**src/core/smrc_cfg.svh**
```systemverilog
// constants for the stop mode recovery controller
//
// Summary of operation
// - delay select 0 skips power-on delay
// - delay select resets to one
// - hold execution during power-on delay
// - edge select picks high or low wake
// - edge select resets to zero
// - warm flag read-only, set on recovery
// - warm flag cleared by other resets
// - watchdog-in-stop bit, resets to one
// - timers start on clear rising edge
// - three-bit field selects wake source
`ifndef SMRC_CFG_SVH
`define SMRC_CFG_SVH
`define SMRC_OFF_SMR      12'h000
`define SMRC_OFF_WDT      12'h004
`define SMRC_OFF_STAT     12'h008
`define SMRC_OFF_MASK     12'h00C
`define SMRC_OFF_CTRL     12'h010
`define SMRC_SMR_RESET    8'h20
`define SMRC_WDT_RESET    8'h08
`define SMRC_BIT_DIV      0
`define SMRC_BIT_SRC_LO   2
`define SMRC_BIT_DLY      5
`define SMRC_BIT_EDGE     6
`define SMRC_BIT_WARM     7
`define SMRC_BIT_WDSTOP   3
`define SMRC_TPOR_NS      32'd5000000
`define SMRC_CLK_NS       32'd8
`define SMRC_TPOR_CYC     (`SMRC_TPOR_NS / `SMRC_CLK_NS)
`define SMRC_FAST_TPC     10
`define SMRC_SHORT_CYC    18
`define SMRC_SLVERR       2'b10
`define SMRC_OKAY         2'b00
`endif

```
**src/core/smrc_pkg.sv**
```systemverilog
// types for the stop mode recovery controller
package smrc_pkg;
  typedef enum logic [1:0] {ST_RUN, ST_STOP, ST_DELAY} smrc_state_t;
  typedef struct packed {
    logic       warm;
    logic       edge_high;
    logic       delay_en;
    logic [2:0] src;
    logic       rsvd;
    logic       div16;
  } smrc_smr_t;
  typedef struct packed {
    logic stop_req;
    logic clr_por;
    logic clr_short;
  } smrc_ctrl_t;
endpackage : smrc_pkg

```
**src/core/smrc_timer.sv**
```systemverilog
// down-counter started on the rising edge of its clear input
`timescale 1ns/10ps
`default_nettype none
module smrc_timer #(
  parameter int unsigned COUNT = 18
) (
  input  wire logic clk,     // system clock
  input  wire logic rst,     // sync reset
  input  wire logic clr,     // start on rising edge
  output logic      busy,    // timer running
  output logic      done     // one-cycle end pulse
);
  logic [31:0] cnt_r, cnt_nxt;
  logic        clr_d_r;
  logic        done_r, done_nxt;

  always_comb
  begin
    cnt_nxt  = cnt_r;
    done_nxt = 1'b0;
    if (clr && !clr_d_r)
      cnt_nxt = COUNT;
    else if (cnt_r != 32'h0000_0000)
    begin
      cnt_nxt  = cnt_r - 32'h0000_0001;
      done_nxt = (cnt_r == 32'h0000_0001);
    end
  end

  always_ff @(posedge clk)
  begin
    if (rst)
    begin
      cnt_r   <= 32'h0000_0000;
      clr_d_r <= 1'b0;
      done_r  <= 1'b0;
    end
    else
    begin
      cnt_r   <= cnt_nxt;
      clr_d_r <= clr;
      done_r  <= done_nxt;
    end
  end

  assign busy = (cnt_r != 32'h0000_0000);
  assign done = done_r;

  chk_timer_start: assert property (@(posedge clk) disable iff (rst)
    (clr && !clr_d_r) |=> (cnt_r == COUNT))
    else $error("timer did not load on clear edge");
endmodule : smrc_timer
`default_nettype wire

```
**src/core/smrc_wake.sv**
```systemverilog
// wake source selection and level match
`timescale 1ns/10ps
`default_nettype none
module smrc_wake (
  input  wire logic       clk,        // system clock
  input  wire logic       rst,        // sync reset
  input  wire logic [2:0] src,        // source select
  input  wire logic       edge_high,  // wake on high level
  input  wire logic [3:0] p3,         // port 3 pins 1..3 in [2:0]
  input  wire logic [7:0] p2,         // port 2 pins
  output logic            wake        // registered wake request
);
  logic raw, lvl, wake_r, wake_nxt;

  always_comb
  begin
    unique case (src)
      3'b010:  raw = p3[0];
      3'b011:  raw = p3[1];
      3'b100:  raw = p3[2];
      3'b101:  raw = p2[7];
      3'b110:  raw = ~|p2[3:0];
      3'b111:  raw = ~|p2;
      default: raw = 1'b0;
    endcase
    lvl      = edge_high ? raw : ~raw;
    wake_nxt = lvl && (src[2] || src[1]);
  end

  always_ff @(posedge clk)
  begin
    if (rst)
      wake_r <= 1'b0;
    else
      wake_r <= wake_nxt;
  end

  assign wake = wake_r;

  chk_wake_none: assert property (@(posedge clk) disable iff (rst)
    (src[2:1] == 2'b00) |=> !wake)
    else $error("wake from reset-only source");
endmodule : smrc_wake
`default_nettype wire

```
**src/core/smrc_top.sv**
```systemverilog
// stop mode recovery controller with axi4-lite registers
`include "smrc_cfg.svh"
`timescale 1ns/10ps
`default_nettype none
module smrc_top #(
  parameter int unsigned TPOR_CYC = `SMRC_TPOR_CYC
) (
  input  wire logic        CLK,          // 125 MHz clock
  input  wire logic        RST,          // sync reset, high
  input  wire logic        POR,          // power-on reset event
  input  wire logic [3:0]  P3_IN,        // port 3 wake pins
  input  wire logic [7:0]  P2_IN,        // port 2 wake pins
  output logic             HOLD_EXEC,    // cpu held off
  output logic             IN_STOP,      // device is stopped
  output logic             WDT_RUN,      // watchdog clock enable
  output logic             IRQ,          // interrupt level
  input  wire logic [11:0] AWADDR,       // write address
  input  wire logic        AWVALID,      // write address valid
  output logic             AWREADY,      // write address ready
  input  wire logic [31:0] WDATA,        // write data
  input  wire logic [3:0]  WSTRB,        // byte strobes
  input  wire logic        WVALID,       // write data valid
  output logic             WREADY,       // write data ready
  output logic [1:0]       BRESP,        // write response
  output logic             BVALID,       // write response valid
  input  wire logic        BREADY,       // response ready
  input  wire logic [11:0] ARADDR,       // read address
  input  wire logic        ARVALID,      // read address valid
  output logic             ARREADY,      // read address ready
  output logic [31:0]      RDATA,        // read data
  output logic [1:0]       RRESP,        // read response
  output logic             RVALID,       // read valid
  input  wire logic        RREADY        // read ready
);
  ////////////////////////////////////////////////////////////////////////
  logic [7:0]  smr_r, smr_nxt, wdt_r, wdt_nxt;
  logic [1:0]  stat_r, stat_nxt, mask_r, mask_nxt;
  logic        warm_r, warm_nxt, edge_r, edge_nxt;
  smrc_pkg::smrc_state_t st_r, st_nxt;
  smrc_pkg::smrc_ctrl_t  ctrl_r, ctrl_nxt;
  smrc_pkg::smrc_smr_t   smr_v;
  logic        wake, por_busy, por_done, short_busy;
  logic        aw_h_r, aw_h_nxt, w_h_r, w_h_nxt, bv_r, bv_nxt, rv_r, rv_nxt;
  logic [11:0] aw_a_r, aw_a_nxt;
  logic [31:0] w_d_r, w_d_nxt, rd_r, rd_nxt;
  logic [3:0]  w_s_r, w_s_nxt;
  logic [1:0]  br_r, br_nxt, rr_r, rr_nxt;
  logic        wr_go, rd_go;
  logic [1:0]  stat_clr;

  assign smr_v = smrc_pkg::smrc_smr_t'({warm_r, edge_r, smr_r[5:0]});

  ////////////////////////////////////////////////////////////////////////
  smrc_wake u_wake (
    .clk       (CLK),
    .rst       (RST),
    .src       (smr_v.src),
    .edge_high (smr_v.edge_high),
    .p3        (P3_IN),
    .p2        (P2_IN),
    .wake      (wake)
  );

  smrc_timer #(.COUNT(TPOR_CYC)) u_por (
    .clk  (CLK),
    .rst  (RST),
    .clr  (ctrl_r.clr_por),
    .busy (por_busy),
    .done (por_done)
  );

  smrc_timer #(.COUNT(`SMRC_SHORT_CYC)) u_short (
    .clk  (CLK),
    .rst  (RST),
    .clr  (ctrl_r.clr_short),
    .busy (short_busy),
    .done ()
  );

  ////////////////////////////////////////////////////////////////////////
  // stop / recovery sequencing
  always_comb
  begin
    st_nxt   = st_r;
    warm_nxt = warm_r;
    edge_nxt = edge_r;
    // clear first, so a set in the same cycle wins
    stat_nxt = stat_r & ~stat_clr;
    ctrl_nxt = ctrl_r;
    ctrl_nxt.clr_por = 1'b0;
    if (POR)
    begin
      warm_nxt = 1'b0;
      edge_nxt = 1'b0;
    end
    unique case (st_r)
      smrc_pkg::ST_RUN:
        if (ctrl_r.stop_req)
          st_nxt = smrc_pkg::ST_STOP;
      smrc_pkg::ST_STOP:
        if (wake)
        begin
          warm_nxt    = 1'b1;
          stat_nxt[0] = 1'b1;
          if (smr_v.delay_en)
          begin
            st_nxt = smrc_pkg::ST_DELAY;
            ctrl_nxt.clr_por = 1'b1;
          end
          else
            st_nxt = smrc_pkg::ST_RUN;
        end
      smrc_pkg::ST_DELAY:
        if (por_done)
        begin
          st_nxt = smrc_pkg::ST_RUN;
          stat_nxt[1] = 1'b1;
        end
    endcase
    if (st_nxt == smrc_pkg::ST_STOP)
      ctrl_nxt.stop_req = 1'b0;
  end

  ////////////////////////////////////////////////////////////////////////
  // axi4-lite slave; one transaction each way
  assign wr_go = aw_h_r && w_h_r && !bv_r;
  assign rd_go = ARVALID && !rv_r;
  assign stat_clr = (wr_go && aw_a_r == `SMRC_OFF_STAT && w_s_r[0]) ? w_d_r[1:0] : 2'b00;

  always_comb
  begin
    aw_h_nxt = aw_h_r;
    aw_a_nxt = aw_a_r;
    w_h_nxt  = w_h_r;
    w_d_nxt  = w_d_r;
    w_s_nxt  = w_s_r;
    bv_nxt   = bv_r;
    br_nxt   = br_r;
    rv_nxt   = rv_r;
    rr_nxt   = rr_r;
    rd_nxt   = rd_r;
    smr_nxt  = smr_r;
    wdt_nxt  = wdt_r;
    mask_nxt = mask_r;
    if (AWVALID && !aw_h_r)
    begin
      aw_h_nxt = 1'b1;
      aw_a_nxt = AWADDR;
    end
    if (WVALID && !w_h_r)
    begin
      w_h_nxt = 1'b1;
      w_d_nxt = WDATA;
      w_s_nxt = WSTRB;
    end
    if (wr_go)
    begin
      aw_h_nxt = 1'b0;
      w_h_nxt  = 1'b0;
      bv_nxt   = 1'b1;
      br_nxt   = `SMRC_OKAY;
      unique case (aw_a_r)
        `SMRC_OFF_SMR:  if (w_s_r[0]) smr_nxt = {1'b0, w_d_r[6:0]};
        `SMRC_OFF_WDT:  if (w_s_r[0]) wdt_nxt = w_d_r[7:0];
        `SMRC_OFF_MASK: if (w_s_r[0]) mask_nxt = w_d_r[1:0];
        `SMRC_OFF_STAT, `SMRC_OFF_CTRL: ;
        default:        br_nxt = `SMRC_SLVERR;
      endcase
    end
    if (bv_r && BREADY)
      bv_nxt = 1'b0;
    if (rd_go)
    begin
      rv_nxt = 1'b1;
      rr_nxt = `SMRC_OKAY;
      unique case (ARADDR)
        `SMRC_OFF_SMR:  rd_nxt = {24'h00_0000, warm_r, edge_r, smr_r[5:0]};
        `SMRC_OFF_WDT:  rd_nxt = {24'h00_0000, wdt_r};
        `SMRC_OFF_STAT: rd_nxt = {30'h0000_0000, stat_r};
        `SMRC_OFF_MASK: rd_nxt = {30'h0000_0000, mask_r};
        `SMRC_OFF_CTRL: rd_nxt = {29'h0000_0000, por_busy, short_busy, IN_STOP};
        default:
        begin
          rd_nxt = 32'h0000_0000;
          rr_nxt = `SMRC_SLVERR;
        end
      endcase
    end
    else if (rv_r && RREADY)
      rv_nxt = 1'b0;
  end

  ////////////////////////////////////////////////////////////////////////
  always_ff @(posedge CLK)
  begin
    if (RST)
    begin
      st_r   <= smrc_pkg::ST_RUN;
      smr_r  <= `SMRC_SMR_RESET;
      wdt_r  <= `SMRC_WDT_RESET;
      warm_r <= 1'b0;
      edge_r <= 1'b0;
      stat_r <= 2'b00;
      mask_r <= 2'b00;
      ctrl_r <= '0;
      aw_h_r <= 1'b0;
      aw_a_r <= 12'h000;
      w_h_r  <= 1'b0;
      w_d_r  <= 32'h0000_0000;
      w_s_r  <= 4'h0;
      bv_r   <= 1'b0;
      br_r   <= 2'b00;
      rv_r   <= 1'b0;
      rr_r   <= 2'b00;
      rd_r   <= 32'h0000_0000;
    end
    else
    begin
      st_r   <= st_nxt;
      smr_r  <= smr_nxt;
      wdt_r  <= wdt_nxt;
      warm_r <= warm_nxt;
      mask_r <= mask_nxt;
      aw_h_r <= aw_h_nxt;
      aw_a_r <= aw_a_nxt;
      w_h_r  <= w_h_nxt;
      w_d_r  <= w_d_nxt;
      w_s_r  <= w_s_nxt;
      bv_r   <= bv_nxt;
      br_r   <= br_nxt;
      rv_r   <= rv_nxt;
      rr_r   <= rr_nxt;
      rd_r   <= rd_nxt;
      ctrl_r <= ctrl_nxt;
      // edge bit and stop/short-timer control written by software
      edge_r <= edge_nxt;
      if (wr_go && aw_a_r == `SMRC_OFF_SMR && w_s_r[0])
        edge_r <= w_d_r[`SMRC_BIT_EDGE];
      if (wr_go && aw_a_r == `SMRC_OFF_CTRL && w_s_r[0])
      begin
        ctrl_r.stop_req  <= w_d_r[0];
        ctrl_r.clr_short <= w_d_r[1];
      end
      stat_r <= stat_nxt;
    end
  end

  assign AWREADY   = !aw_h_r;
  assign WREADY    = !w_h_r;
  assign BVALID    = bv_r;
  assign BRESP     = br_r;
  assign ARREADY   = !rv_r;
  assign RVALID    = rv_r;
  assign RRESP     = rr_r;
  assign RDATA     = rd_r;
  assign IN_STOP   = (st_r == smrc_pkg::ST_STOP);
  assign HOLD_EXEC = (st_r != smrc_pkg::ST_RUN);
  assign WDT_RUN   = !IN_STOP || wdt_r[`SMRC_BIT_WDSTOP];
  assign IRQ       = |(stat_r & mask_r);

  ////////////////////////////////////////////////////////////////////////
  chk_fast_wake: assert property (@(posedge CLK) disable iff (RST)
    (IN_STOP && wake && !smr_v.delay_en) |=> (st_r == smrc_pkg::ST_RUN))
    else $error("fast wake did not resume");
  chk_slow_wake: assert property (@(posedge CLK) disable iff (RST)
    (IN_STOP && wake && smr_v.delay_en) |=> (st_r == smrc_pkg::ST_DELAY))
    else $error("delayed wake skipped delay");
  chk_hold_delay: assert property (@(posedge CLK) disable iff (RST)
    (st_r == smrc_pkg::ST_DELAY) |-> HOLD_EXEC)
    else $error("execution released during delay");
  chk_warm_set: assert property (@(posedge CLK) disable iff (RST)
    (IN_STOP && wake && !POR) |=> warm_r)
    else $error("warm flag not set on recovery");
  chk_warm_clr: assert property (@(posedge CLK) disable iff (RST)
    (POR && !IN_STOP) |=> !warm_r)
    else $error("warm flag not cleared by reset");
  chk_edge_por: assert property (@(posedge CLK) disable iff (RST)
    (POR && !(wr_go && aw_a_r == `SMRC_OFF_SMR)) |=> !edge_r)
    else $error("edge select not cleared on power-on");
  chk_wdt_stop: assert property (@(posedge CLK) disable iff (RST)
    (IN_STOP && !wdt_r[`SMRC_BIT_WDSTOP]) |-> !WDT_RUN)
    else $error("watchdog runs in stop when disabled");
  chk_reset_val: assert property (@(posedge CLK)
    (!RST && $past(RST)) |-> (smr_r[`SMRC_BIT_DLY] && wdt_r[`SMRC_BIT_WDSTOP]))
    else $error("reset values wrong");
  cov_fast: cover property (@(posedge CLK) IN_STOP && wake && !smr_v.delay_en);
  cov_slow: cover property (@(posedge CLK) por_done && st_r == smrc_pkg::ST_DELAY);
  cov_irq:  cover property (@(posedge CLK) IRQ);
endmodule : smrc_top
`default_nettype wire

```
**config.mk**
```make
export PLATFORM = sky130hd
export DESIGN_NAME = smrc_top
export DESIGN_NICKNAME = d
export VERILOG_FILES = /design/src/core/smrc_pkg.sv /design/src/core/smrc_timer.sv /design/src/core/smrc_wake.sv /design/src/core/smrc_top.sv
export VERILOG_INCLUDE_DIRS = /design/src /design/src/core
export SDC_FILE = /design/constraint.sdc
export NUM_CORES = 1
export LEC_CHECK = 0
export ABC_AREA = 1
export BUFFER_PORTS_ARGS = -buffer_cell sky130_fd_sc_hd__buf_2
export CORE_MARGIN = 5
export CORE_UTILIZATION = 56
export DETAILED_ROUTE_END_ITERATION = 12
export HOLD_SLACK_MARGIN = 0.1
export PLACE_DENSITY = 0.82
export SLEW_MARGIN = 0
export SYNTH_ARGS = -nofsm -noshare
export SYNTH_HDL_FRONTEND = slang
export SYNTH_SLANG_ARGS = --single-unit
export TNS_END_PERCENT = 30
```
**constraint.sdc**
```tcl
create_clock -name CLK -period 1.9 [get_ports CLK]
set_input_delay 0.19 -clock CLK [delete_from_list [all_inputs] [get_ports CLK]]
set_output_delay 0.19 -clock CLK [all_outputs]
set_load 0.05 [all_outputs]
```
==> impl_metrics.yaml <==
setup_path:
  endpoint: "u_por.cnt_r[16]"
  critical-path-top-cell-by-count: "nor2_1"
  critPathMaxStageDelay_ns: 0.32
  number_of_buffer_and_inverter_instances_along_the_worst_setup_path: 1
  crit-reg2reg-capture: "u_por.cnt_r[16]"
  timing_startpoint_of_the_critical_path: "u_por.cnt_r[0]"
  cell_family_contributing_the_most_delay_on_the_critical_path: "simple AND/OR/NAND/NOR gates"
  cp_cell_sequence: "inv_1 > ha_1 > nand2_1 > nor2_2 > nand2_1 > xor2_1 > nor2_1 > nor2_1 > nor2_1"
  rrSetupSlack_ns: 0.17
  r2r_cells: 9
  worst_ep_arrival_time_ns: 2.03
  crit_path_max_fanout: 5
  crit-reg2reg-launch: "u_por.cnt_r[0]"
  timing.critical_path.to_type: "flop"
  start_kind: "flop"
  critPathKind: "reg2reg"
  crit_required_ns: 2.20
  worstSetupPathDepth: 9
  slowest_cell_on_the_critical_path: "dfxtp_1"
cts:
  post-cts-setup-buffers: 0
  cts_root_buffer: "clkbuf_16"
  clk_latency_ns: 0.41
  tritoncts.num_buffers: 17
  clkSinkCount: 128
  h-tree-depth: 4
  tritoncts: "done"
  cts_buffer_depth: 2
  worst_setup_hold_path_clk_slew_ns: 0.06
logic_synthesis:
  synth.distinct_cells: 41
  yosys_warnings: 0
  synth_edf_count: 0
  ys_seq_area_share_pct: 38.6
  synth-async-reset-ratio_pct: 0
  post-synth-top-area-cell: "dfxtp_1"
  synth-main-ff-cell: "dfxtp_1"
  synth.ff_latch_count: 128
  syn-instance-count: 958
  avgSynthCellArea_sq_um: 6.94
  synth_area_sq_um: 6640
  post-synth-top-area-fraction_pct: 38.6
  synth_top_cells_by_area: "dfxtp_1 (39%), nor2_1 (12%), nand2_1 (10%)"
final_layout:
  instances_no_fill: 1213
  syn2layout_area_growth_pct: 18.0
  layout_commonest_cell: "nor2_1"
  most_frequent_cells_in_the_layout: "nor2_1 (219), nand2_1 (183), dfxtp_1 (128)"
  fillCellCount: 970
  regArea_sq_um: 2560
  insertedDiodeCount: 0
  multi_input_comb_area_sq_um: 3540
  finish.utilization_pct: 68.1
  final_layout_size_suffix_gt1_share_pct: 14.6
  design.final.nets: 1146
detailed_routing:
  detail_route.iter0.violations: 332
  detailroute.via_count: 6222
  routed_via_density: 5.13
  detail_route.first_pass.iterations: 5
  postRouteWirelength_mm: 16.2
  routedWlPerCell_um: 13.4
  detail_route.drc_violations: 0
  final_antenna_net_count: 0
power:
  p_leak_uw: 0.00356
  peakVddDrop_v: 0.000984
  p_per_area_nw_per_um2: 1810
  total_power_uw: 14200
sta:
  final.setup.tns_ns: 0
  finalHoldViolCount: 0
  fin_hold_ws_ns: 0.135
  rsz0062_at_grt: "no"
  max_freq_ghz: 0.579
  timing.final.setup_violations: 0
  layout_min_cycle_time_ns: 1.73
  final_max_slew_viol_count: 0
  finalCritPeriodShare_pct: 90.9
  clock_skew_ns: 0.00612
  timing.max_slew.rel_slack_pct: 65.5
  timing_worst_slew_pin_value_ns: 0.515
flow_run:
  maxCapViolations: 0
floorplanning:
  die_y_um: 119
  die_area_sq_um: 14100
  placement_rows: 39
  ios: 125
  die_w_um: 119
  initial_core_util_pct: 57.7
  core-area_sq_um: 11500
grt:
  grt_first_pass_wirelength_mm: 27.4
  grt_use_total_pct: 23.4
  grt_remaining_overflow: 0
  grt_max_degree: 39
  grt_antenna_before_repair: 0
  first_global_vias: 5954
placed_design:
  dp_hpwl_mm: 11.4
  placement.io_buffers: 70
  gp_congestion: 0.949
  post-place-cells: 1157
worst_hold_path:
  launch_instance_of_the_worst_min_delay_path: "P3_IN[1]"
  hp-class: "in2reg"
run_status:
  status: "finished clean"
layout make-up:
type | instances | area share (%)
Multi-Input combinational cell | 718 | 45.1
Tap cell | 143 | 2.28
Clock inverter | 8 | 0.718
Clock buffer | 22 | 6.30
Sequential cell | 128 | 32.7
Timing Repair Buffer | 104 | 8.56
Inverter | 90 | 4.34
worst min-delay path: stages:
cell and delay, ns:
buf_2 0.07, o21ai_0 0.08, nand3_1 0.09, a21oi_1 0.06
power by group:
part,leakage (uW),switching (uW),total [uW],internal [uW]
Clock,0.000259,1180,3010,1820
Combinational,0.00226,4740,7260,2520
Sequential,0.00105,585,3900,3320
metrics by stage:
step           worst slack (ns)  area (sq um)
2_1_floorplan             0.144          6740
3_3_place_gp              0.211          7020
3_5_place_dp              0.192          7020
4_1_cts                   0.167          7830
5_1_grt                 0.00704          7840
6_report                  0.173          7840
logic make-up after synthesis:
logic type | after synthesis | synth area share, %
AO/OA/AOI/OAI | 125 | 10.7
buffers and inverters | 137 | 9.70
flip-flops | 128 | 38.6
adder cells (fa/ha/maj) | 7 | 1.32
other | 1 | 0.0564
XOR/XNOR | 45 | 5.93
AND/OR/NAND/NOR | 515 | 33.7
cell usage after synthesis (2+ instances only):
master and number:
nor2_1 219, nand2_1 183, dfxtp_1 128, inv_1 86
a21oi_1 51, o21ai_0 49, nand3_1 36, xnor2_1 31
buf_4 27, nand4_1 18, nor3_1 16, xor2_1 14
nor2_2 12, clkbuf_1 10, a211oi_2 7, ha_1 7
nand2_2 5, nand3b_1 5, nor2_4 5, or2_2 5
a211oi_1 4, buf_1 4, o21ai_1 4, o22ai_1 4
buf_2 3, buf_6 3, inv_2 3, nand3_2 3
o21bai_1 3, nor3_2 2
routing by layer:
| metal | vias to the layer above | global-route usage (%) | share of wire [%] |
|---|---|---|---|
| li1 | 3199 | - | - |
| met1 | 2856 | 27.2 | 42 |
| met2 | 141 | 42.5 | 51 |
| met3 | 26 | 5.12 | 4.5 |
| met4 | 0 | 8.04 | 1.9 |
| met5 | - | 0 | 0 |
worst min-delay path by stage:
stage | slack [ns] | cells past startpoint | endpoint
final | 0.13 | 4 | u_wake.wake
after global routing | 0.18 | 4 | u_wake.wake
after CTS | 0.13 | 4 | u_wake.wake
after detailed placement | 0.39 | 2 | BVALID
after global placement | 0.38 | 2 | BVALID
after floorplan | 0.29 | 1 | BVALID
sequential cells by signal, summed over array words and instances (netlist names), 2 cells and up:
signal	flops
RDATA	8
aw_a_r	12
ctrl_r	2
mask_r	2
smr_r	6
st_r	2
stat_r	2
u_por.cnt_r	32
u_short.cnt_r	32
w_d_r	8
wdt_r	8
timing repair:
| item | in CTS | in global routing |
|---|---|---|
| hold buffers | 26 | 0 |
| hold endpoints to repair | 26 | 0 |
| gates resized for setup | 0 | 1 |
| setup endpoints to repair | 0 | 1 |
Power figures use the tool's default switching activity.
